**src/ccg_pkg.sv**
```systemverilog
// Package of constants and types shared by the clock generation unit.
package ccg_pkg;

   // ==========================================================
   // Special function register addresses
   localparam logic [7:0] ADDR_TRIM = 8'h96;
   localparam logic [7:0] ADDR_DIV = 8'hc8;
   localparam logic [7:0] ADDR_AUX1 = 8'hc9;

   // ==========================================================
   // Field positions and widths
   localparam int TRIM_W = 6;
   localparam int TRIM_RCSEL_BIT = 7;
   localparam int TRIM_SPARE_BIT = 6;
   localparam int AUX1_LP_BIT = 7;
   localparam int DIV_REG_W = 8;

   // ==========================================================
   // Values after reset
   localparam logic [7:0] DIV_RST = 8'h00;
   localparam logic AUX1_LP_RST = 1'b0;
   localparam logic TRIM_RCSEL_RST = 1'b0;
   localparam logic TRIM_SPARE_RST = 1'b0;

   // ==========================================================
   // Frequencies in kHz, as nominal figures
   localparam int RC_FREQ_KHZ = 7373;
   localparam int RC_DBL_FREQ_KHZ = 14746;
   localparam int WDT_FREQ_KHZ = 400;
   localparam int EXT_MAX_KHZ = 18000;
   localparam int LOW_POWER_MAX_KHZ = 8000;
   localparam int CORE_CLK_KHZ = 20000;

   // ==========================================================
   // Wake-up hold counts, in edges of the selected source
   localparam int WAKE_RC_EDGES = 256;
   localparam int WAKE_WDT_EDGES = 32;
   localparam int WAKE_EXT_EDGES = 32;
   localparam int WAKE_CNT_W = 12;

   // ==========================================================
   // Types
   typedef enum logic [1:0] {
      SRC_RC = 2'h0,
      SRC_WDT = 2'h1,
      SRC_EXT = 2'h2
   } ccg_src_t;

   typedef enum logic {
      ST_WAIT = 1'b0,
      ST_RUN = 1'b1
   } ccg_state_t;

   typedef struct packed {
      logic rc_doubler;
      ccg_src_t src;
   } ccg_ucfg_t;

   typedef struct packed {
      logic cpu;
      logic machine;
      logic periph;
   } ccg_ticks_t;

endpackage

```
**src/ccg_divider.sv**
```systemverilog
// Programmable divider turning source edges into CPU, machine and peripheral ticks.
`timescale 1ns/1ps
module ccg_divider #(
   parameter int DIV_W = 8
) (
   // Clock and reset
   input wire logic clk,
   input wire logic rst,
   // Source and control
   input wire logic src_tick,
   input wire logic run,
   input wire logic [DIV_W-1:0] div_value,
   // Tick outputs
   output ccg_pkg::ccg_ticks_t ticks
);

   // ==========================================================
   // Period counter
   logic [DIV_W:0] cnt_ff;
   logic [DIV_W-1:0] div_ff;
   logic phase_ff;
   ccg_pkg::ccg_ticks_t ticks_ff;
   logic [DIV_W:0] last;
   logic period_end;

   // Zero passes the source through; N gives one CPU period per 2N source edges.
   always_comb begin
      if (div_ff == '0) begin
         last = '0;
      end else begin
         last = {div_ff, 1'b0} - (DIV_W+1)'(1);
      end
   end

   assign period_end = run && src_tick && (cnt_ff == last);

   // A new divider value is taken only at the end of a whole CPU period or while the divider is stopped, so
   // software may write it at any time without a shortened pulse.
   always_ff @(posedge clk) begin
      if (rst || !run) begin
         cnt_ff <= '0;
         div_ff <= div_value;
      end else if (src_tick) begin
         if (cnt_ff == last) begin
            cnt_ff <= '0;
            div_ff <= div_value;
         end else begin
            cnt_ff <= cnt_ff + (DIV_W+1)'(1);
         end
      end
   end

   // ==========================================================
   // Machine cycle and peripheral phase
   always_ff @(posedge clk) begin
      if (rst || !run) begin
         phase_ff <= 1'b0;
      end else if (period_end) begin
         phase_ff <= ~phase_ff;
      end
   end

   always_ff @(posedge clk) begin
      if (rst) begin
         ticks_ff <= '0;
      end else begin
         ticks_ff.cpu <= period_end;
         ticks_ff.machine <= period_end && phase_ff;
         ticks_ff.periph <= period_end && phase_ff;
      end
   end

   assign ticks = ticks_ff;

endmodule

```
**src/ccg_clock_unit.sv**
```systemverilog
// Clock generation unit: source selection, wake-up hold, divider and clock registers.
//
// Behaviour
// - The selected source feeds a programmable divider whose output is the CPU clock.
// - One machine cycle is exactly two CPU clock cycles.
// - The peripheral clock runs at half the CPU clock rate.
// - The RC oscillator runs at 7.373 MHz, or 14.746 MHz with doubler set.
// - Six-bit RC tuning field, loaded with factory value only on power-on reset.
// - Top bit of the tuning register switches between primary source and RC.
// - Low-power bit clears on every reset; software sets it only at 8 MHz or less.
// - The divider reaches a largest division of 510.
// - A new divider value may be written anytime without disturbing execution.
// - The 400 kHz watchdog oscillator is a selectable low-power source.
// - External option clocks from the clock pin, 0 Hz up to 18 MHz.
// - A wake-up timer holds the CPU clock until the source stabilises.
// - The primary source comes from nonvolatile configuration, not a register.
// - The clock pin works as a plain port pin when not the source.
`timescale 1ns/1ps
module ccg_clock_unit #(
   parameter int WAKE_RC = ccg_pkg::WAKE_RC_EDGES,
   parameter int WAKE_WDT = ccg_pkg::WAKE_WDT_EDGES,
   parameter int WAKE_EXT = ccg_pkg::WAKE_EXT_EDGES
) (
   // Clock and resets
   input wire logic CORE_CLK,
   input wire logic RST,
   input wire logic POR,
   // Nonvolatile configuration and factory calibration
   input wire ccg_pkg::ccg_ucfg_t UCFG,
   input wire logic [5:0] FACTORY_TRIM,
   // Oscillator and pin inputs
   input wire logic RC_OSC_IN,
   input wire logic WDT_OSC_IN,
   input wire logic EXT_CLK_PIN_IN,
   // Special function register port
   input wire logic [7:0] SFR_ADDR,
   input wire logic [7:0] SFR_WDATA,
   input wire logic SFR_WR,
   input wire logic SFR_RD,
   output logic [7:0] SFR_RDATA,
   // Clock outputs
   output ccg_pkg::ccg_ticks_t CLK_TICKS,
   output logic CPU_CLK_RUN,
   output ccg_pkg::ccg_src_t ACTIVE_SRC,
   // Oscillator controls
   output logic [5:0] RC_TRIM_OUT,
   output logic RC_DOUBLER_EN,
   output logic LOW_POWER_CLK,
   // External pin as port pin
   output logic EXT_PIN_IS_GPIO,
   output logic EXT_PIN_GPIO_IN
);

   // ==========================================================
   // Declarations
   logic any_rst;
   ccg_pkg::ccg_ucfg_t cfg_ff;
   logic [ccg_pkg::TRIM_W-1:0] trim_ff;
   logic rcsel_ff;
   logic spare_ff;
   logic [ccg_pkg::DIV_REG_W-1:0] div_reg_ff;
   logic lowpow_ff;
   logic [7:0] rdata_ff;
   logic [2:0] meta_ff;
   logic [2:0] sync_ff;
   logic [2:0] prev_ff;
   logic [2:0] rise;
   ccg_pkg::ccg_src_t sel_src;
   ccg_pkg::ccg_src_t cur_src_ff;
   ccg_pkg::ccg_state_t state_ff;
   ccg_pkg::ccg_state_t nxt_state;
   logic [ccg_pkg::WAKE_CNT_W-1:0] wake_cnt_ff;
   logic [ccg_pkg::WAKE_CNT_W-1:0] wake_target;
   logic src_tick;
   logic gpio_ff;

   assign any_rst = RST || POR;

   // ==========================================================
   // Wake-up hold length for a given source
   function automatic logic [ccg_pkg::WAKE_CNT_W-1:0] wake_len(input ccg_pkg::ccg_src_t s);
      case (s)
         ccg_pkg::SRC_WDT: wake_len = ccg_pkg::WAKE_CNT_W'(WAKE_WDT);
         ccg_pkg::SRC_EXT: wake_len = ccg_pkg::WAKE_CNT_W'(WAKE_EXT);
         default: wake_len = ccg_pkg::WAKE_CNT_W'(WAKE_RC);
      endcase
   endfunction

   // ==========================================================
   // Configuration capture
   // The primary source is caught while reset is held, so later writes by
   // software can never move it.
   always_ff @(posedge CORE_CLK) begin
      if (any_rst) begin
         cfg_ff <= UCFG;
      end
   end

   // ==========================================================
   // Source synchronisers and edge detection
   // Order: bit 0 RC oscillator, bit 1 watchdog oscillator, bit 2 pin.
   always_ff @(posedge CORE_CLK) begin
      if (any_rst) begin
         meta_ff <= '0;
         sync_ff <= '0;
         prev_ff <= '0;
      end else begin
         meta_ff <= {EXT_CLK_PIN_IN, WDT_OSC_IN, RC_OSC_IN};
         sync_ff <= meta_ff;
         prev_ff <= sync_ff;
      end
   end

   assign rise = sync_ff & ~prev_ff;

   // ==========================================================
   // Source selection
   always_comb begin
      if (rcsel_ff) begin
         sel_src = ccg_pkg::SRC_RC;
      end else begin
         sel_src = cfg_ff.src;
      end
   end

   // Edges are taken only from the source the hold logic has settled on.
   always_comb begin
      case (cur_src_ff)
         ccg_pkg::SRC_WDT: src_tick = rise[1];
         ccg_pkg::SRC_EXT: src_tick = rise[2];
         default: src_tick = rise[0];
      endcase
   end

   // ==========================================================
   // Wake-up hold state machine
   // Any change of source stops the CPU ticks at once and restarts the hold
   // count on the new source, so no pulse of mixed origin can reach the core.
   always_comb begin
      nxt_state = state_ff;
      case (state_ff)
         ccg_pkg::ST_WAIT: begin
            if (src_tick && (wake_cnt_ff + 1'b1 >= wake_target)) begin
               nxt_state = ccg_pkg::ST_RUN;
            end
         end
         ccg_pkg::ST_RUN: begin
            if (sel_src != cur_src_ff) begin
               nxt_state = ccg_pkg::ST_WAIT;
            end
         end
         default: nxt_state = ccg_pkg::ST_WAIT;
      endcase
   end

   assign wake_target = wake_len(cur_src_ff);

   always_ff @(posedge CORE_CLK) begin
      if (any_rst) begin
         state_ff <= ccg_pkg::ST_WAIT;
      end else if (sel_src != cur_src_ff) begin
         state_ff <= ccg_pkg::ST_WAIT;
      end else begin
         state_ff <= nxt_state;
      end
   end

   always_ff @(posedge CORE_CLK) begin
      if (any_rst) begin
         cur_src_ff <= ccg_pkg::SRC_RC;
         wake_cnt_ff <= '0;
      end else if (sel_src != cur_src_ff) begin
         cur_src_ff <= sel_src;
         wake_cnt_ff <= '0;
      end else if (state_ff == ccg_pkg::ST_WAIT && src_tick) begin
         wake_cnt_ff <= wake_cnt_ff + 1'b1;
      end
   end

   // ==========================================================
   // Register writes
   // The tuning register answers to power-on reset only.
   always_ff @(posedge CORE_CLK) begin
      if (POR) begin
         trim_ff <= FACTORY_TRIM;
         rcsel_ff <= ccg_pkg::TRIM_RCSEL_RST;
         spare_ff <= ccg_pkg::TRIM_SPARE_RST;
      end else if (SFR_WR && SFR_ADDR == ccg_pkg::ADDR_TRIM) begin
         trim_ff <= SFR_WDATA[ccg_pkg::TRIM_W-1:0];
         rcsel_ff <= SFR_WDATA[ccg_pkg::TRIM_RCSEL_BIT];
         spare_ff <= SFR_WDATA[ccg_pkg::TRIM_SPARE_BIT];
      end
   end

   always_ff @(posedge CORE_CLK) begin
      if (any_rst) begin
         div_reg_ff <= ccg_pkg::DIV_RST;
      end else if (SFR_WR && SFR_ADDR == ccg_pkg::ADDR_DIV) begin
         div_reg_ff <= SFR_WDATA;
      end
   end

   // Software is expected to set this bit only while the CPU clock is slow.
   always_ff @(posedge CORE_CLK) begin
      if (any_rst) begin
         lowpow_ff <= ccg_pkg::AUX1_LP_RST;
      end else if (SFR_WR && SFR_ADDR == ccg_pkg::ADDR_AUX1) begin
         lowpow_ff <= SFR_WDATA[ccg_pkg::AUX1_LP_BIT];
      end
   end

   // ==========================================================
   // Register reads, answered one cycle after the strobe
   always_ff @(posedge CORE_CLK) begin
      if (any_rst) begin
         rdata_ff <= 8'h00;
      end else if (SFR_RD) begin
         case (SFR_ADDR)
            ccg_pkg::ADDR_TRIM: rdata_ff <= {rcsel_ff, spare_ff, trim_ff};
            ccg_pkg::ADDR_DIV: rdata_ff <= div_reg_ff;
            ccg_pkg::ADDR_AUX1: rdata_ff <= {lowpow_ff, 7'h00};
            default: rdata_ff <= 8'h00;
         endcase
      end
   end

   // ==========================================================
   // Clock pin as port pin
   always_ff @(posedge CORE_CLK) begin
      if (any_rst) begin
         gpio_ff <= 1'b0;
      end else begin
         gpio_ff <= sync_ff[2];
      end
   end

   // ==========================================================
   // Divider
   ccg_divider #(
      .DIV_W(ccg_pkg::DIV_REG_W)
   ) u_div (
      .clk(CORE_CLK),
      .rst(any_rst),
      .src_tick(src_tick),
      .run(state_ff == ccg_pkg::ST_RUN),
      .div_value(div_reg_ff),
      .ticks(CLK_TICKS)
   );

   // ==========================================================
   // Outputs
   assign SFR_RDATA = rdata_ff;
   assign CPU_CLK_RUN = (state_ff == ccg_pkg::ST_RUN);
   assign ACTIVE_SRC = cur_src_ff;
   assign RC_TRIM_OUT = trim_ff;
   assign RC_DOUBLER_EN = cfg_ff.rc_doubler;
   assign LOW_POWER_CLK = lowpow_ff;
   assign EXT_PIN_IS_GPIO = (cur_src_ff != ccg_pkg::SRC_EXT);
   assign EXT_PIN_GPIO_IN = gpio_ff;

endmodule

```
**config.mk**
```make
export PLATFORM = sky130hd
export DESIGN_NAME = ccg_clock_unit
export DESIGN_NICKNAME = d
export VERILOG_FILES = /design/src/ccg_pkg.sv /design/src/ccg_divider.sv /design/src/ccg_clock_unit.sv
export SDC_FILE = /design/constraint.sdc
export NUM_CORES = 1
export LEC_CHECK = 0
export BUFFER_PORTS_ARGS = -buffer_cell sky130_fd_sc_hd__buf_2
export CAP_MARGIN = 25
export CORE_UTILIZATION = 42
export CTS_CLUSTER_SIZE = 25
export DETAILED_ROUTE_END_ITERATION = 10
export HOLD_SLACK_MARGIN = 0.1
export PLACE_DENSITY_LB_ADDON = 0.08
export SYNTH_ARGS = -nofsm -noshare
export SYNTH_HDL_FRONTEND = slang
export SYNTH_HIERARCHICAL = 1
export SYNTH_SLANG_ARGS = --single-unit
```
**constraint.sdc**
```tcl
create_clock -name CORE_CLK -period 4.5 [get_ports CORE_CLK]
set_input_delay 0.225 -clock CORE_CLK [delete_from_list [all_inputs] [get_ports CORE_CLK]]
set_output_delay 0.225 -clock CORE_CLK [all_outputs]
set_load 0.01 [all_outputs]
```
==> results by group <==
Outcome
  – Status: complete, no violations

Layout
  – Layout Nets: ~480
  – Most common cell after layout, fill and taps aside: buf_2
  – Fin cells: between 500 and 600
  – Most frequent cells in the layout: buf_2, dfxtp_1, nor2_1
  – Share of cells above drive strength 1: 0.2225
  – Fill count: roughly 820
  – ANT cells: 0
  – Area grow syn2layout: 16.91%

STA
  – Count of final setup violators: 0
  – Worst hold slack: roughly 130 ps
  – Highest clock rate: around 310 MHz
  – Count of final hold-check violations: 0
  – Clk_skew: about 12 ps
  – Measured slew at the worst slew-check pin: 500.1 ps
  – Period utilisation layout: 0.7074
  – Setup_tns: 0 ps
  – RSZ-0062 raised after global routing: no
  – Relative slew slack: 0.6658
  – Final min period: around 3200 ps
  – Max-slew violation count: 0

Power
  – Sequential power share: 0.538
  – Pwr/cell area: slightly below 300 nW/um^2
  – Switching share of power: 0.2352
  – Switching power: roughly 0.30 mW
  – Clock share of power: 0.408
  – Comb power frac: 0.054
  – VDD IR max: around 0.16 mV
  – Pint: about 0.96 mW
  – Lkg Pwr: between 1.5 and 2 nW

Drt
  – Top Metal Used: met4
  – Router iterations before antenna repair: 4
  – Via/cell ratio: between 5 and 6
  – DRT iter0 DRCs: 88
  – M1 wire length: 3958 um
  – Post-Route WL: between 7000 and 8000 um
  – Routed len/inst: roughly 14 um
  – Drt drc: 0
  – Vias: ~2900
  – Antenna-violating nets left: 0
  – Metal2 WL: between 3000 and 4000 um
  – Met3 WL post-DR: roughly 360 um

Floorplanning
  – Rows: 33
  – Die area: a little over 9000 um^2
  – Initial Util: 0.4391
  – Die Wd: 95.38 um
  – I/O pins: 57
  – Core area: 8341 um^2
  – Die Y: 95.38 um

Critical path
  – Crit path max-delay family: simple AND/OR/NAND/NOR gates
  – CP arrival: roughly 3200 ps
  – Crit-path cells: inv_1 -> ha_1 -> or3b_2 -> nor3_2 -> o21ba_1 -> or3b_4 -> or3_1 -> o21ai_0 -> buf_4
  – Critical Path RT: approximately 4600 ps
  – Worst setup EP type: flop
  – CP max stage delay: 530 ps
  – Startpoint types: flop
  – Worst path slowest cell: or3b_2
  – CP Class: flop to flop
  – Bufs and invs on worst path: 2
  – CP Max Fanout: 9

Global route
  – First-pass GRT wire length: 12980 um
  – Grt ovf: 0
  – Vias in the first global route: roughly 2700
  – Initial antenna violation count: 0
  – Gr usage total: 0.1866
  – Largest net degree at the start of global routing: 19

Logic synthesis
  – Mean post-synth cell area: 9.663 um^2
  – Number of synthesized flops with an enable pin: 17
  – Syn nets: 420
  – Ys flop type: dfxtp_1
  – Synthesized instance count: between 300 and 400
  – Netlist Area Pre-Place: about 3700 um^2
  – Sequential share of the synthesized area: 0.4400
  – Cell variety after synth: 67
  – Ys Warns: 6
  – Flops & latches, synth: 72
  – Post-synth ARST share: 0

Clock tree
  – CTS Buffer Depth: 2
  – Num CTS Buffers: 9
  – Root buffer cell: clkbuf_8
  – Clk sinks: 72
  – Clk_lat worst skew: approximately 350 ps
  – Post-CTS Repair Setup Buffers: 0
  – Post-CTS sizing: 0
  – Clk pin slew, worst setup/hold paths: roughly 90 ps
  – H-tree lvl count: 3
  – CTS tree: yes
  – # hold bufs at CTS: 6

Placed design
  – Final HPWL DP: 5679 um
  – Placed Cells incl. Taps: 528
  – IO Port Bufs: 56
  – Final Wtd Congestion: approximately 0.84

Min path
  – Hold Crit Class: input pin to flop

Job
  – Max-cap violations: 0
[cells by family after synthesis]
kind of cell | share of synthesized area
compound gates | 0.1309
fa+ha+maj | 0.02733
simple gates | 0.2433
xor+xnor | 0.05979
flops | 0.4400
mux | 0.05159
buf+inv | 0.04715
[through the flow]
step / worst slack, ps / utilization / total power, mW / instance area (um^2)
floorplan: 1192 / - / 0.7258 / 3662
global placement: 1381 / 0.4826 / 0.7571 / 4025
detailed placement: 1354 / 0.4826 / 0.7579 / 4025
CTS: 1302 / 0.5134 / 1.282 / 4282
global route: 1167 / 0.5134 / 1.307 / 4282
finish: 1317 / 0.5134 / 1.260 / 4282
[power groups by stage]
stage | sequential, mW | combinational, mW | clock [mW]
after floorplan | 0.695 | 0.0309 | 0
after global routing | 0.679 | 0.0764 | 0.551
after CTS | 0.678 | 0.0694 | 0.535
final | 0.677 | 0.0685 | 0.514
after detailed placement | 0.693 | 0.0652 | 0
after global placement | 0.692 | 0.0648 | 0
[synthesized netlist by cell type, drive strengths merged, types with 2 or more instances]
master | n | area, um^2
a211o | 2 | 17.52
a21o | 2 | 15.01
a21oi | 9 | 45.04
a22oi | 8 | 60.06
and2 | 20 | 125.1
and3 | 3 | 18.77
buf | 10 | 60.05
clkbuf | 7 | 26.28
dfxtp | 55 | 1101
edfxtp | 17 | 510.5
ha | 8 | 100.1
inv | 23 | 86.34
mux2 | 7 | 78.82
mux2i | 11 | 110.1
nand2 | 15 | 56.30
nand2b | 4 | 25.02
nand3 | 13 | 75.07
nand3b | 2 | 15.01
nand4 | 6 | 37.54
nand4bb | 2 | 22.52
nor2 | 39 | 146.4
nor2b | 5 | 31.28
nor3 | 13 | 81.33
nor3b | 6 | 45.04
nor4 | 9 | 101.4
o211ai | 8 | 73.82
o21ai | 11 | 55.05
o22ai | 8 | 50.05
o31ai | 2 | 15.01
o32ai | 3 | 26.28
or2 | 2 | 12.52
or3 | 2 | 12.51
or3b | 2 | 20.02
or4 | 3 | 30.03
xnor2 | 13 | 113.9
xor2 | 12 | 105.1
[worst paths after layout]
kind / slack [ps] / startpoint / endpoint / depth (start not counted)
worst min register to register: 430 / meta_ff[2] / sync_ff[2] / 1
worst min-delay path: 130 / SFR_WDATA[0] / div_reg_ff[0] / 3
worst max-delay path: 1320 / u_div/div_ff[0] / u_div/div_ff[5] / 9
worst max register to register: 1320 / u_div/div_ff[0] / u_div/div_ff[5] / 9
[area by class of cell]
type,count,area (um^2),area share
multi-input combinational,267,1878,0.4386
sequential,72,1612,0.3764
timing repair buffer,67,377.9,0.08825
tap,105,131.4,0.03068
clock buffer,10,127.6,0.02981
inverter,23,86.33,0.02016
clock inverter,6,68.82,0.01607
[worst min-delay path, delay by kind of cell]
family,cells,cell delay [ps]
AND/OR/NAND/NOR,1,70
buffers and inverters,1,90
multiplexers,1,60
[metal layers]
layer / GRT usage / vias to the layer above
met4: 0.06468 / 0
met2: 0.2774 / 61
met5: 0 / -
met1: 0.2553 / 1304
li1: - / 1489
met3: 0.05742 / 11
[state kept, by name (all words and copies together), names as in the netlist]
signal and count:
ACTIVE_SRC 2, CPU_CLK_RUN 1, LOW_POWER_CLK 1, RC_DOUBLER_EN 1, RC_TRIM_OUT 6, SFR_RDATA 8
cfg_ff 2, div_reg_ff 8, meta_ff 3, prev_ff 3, rcsel_ff 1, spare_ff 1
sync_ff 3, u_div/cnt_ff 9, u_div/div_ff 8, u_div/phase_ff 1, u_div/ticks 2, wake_cnt_ff 12
Note: power is estimated with default switching activity, not from simulation.
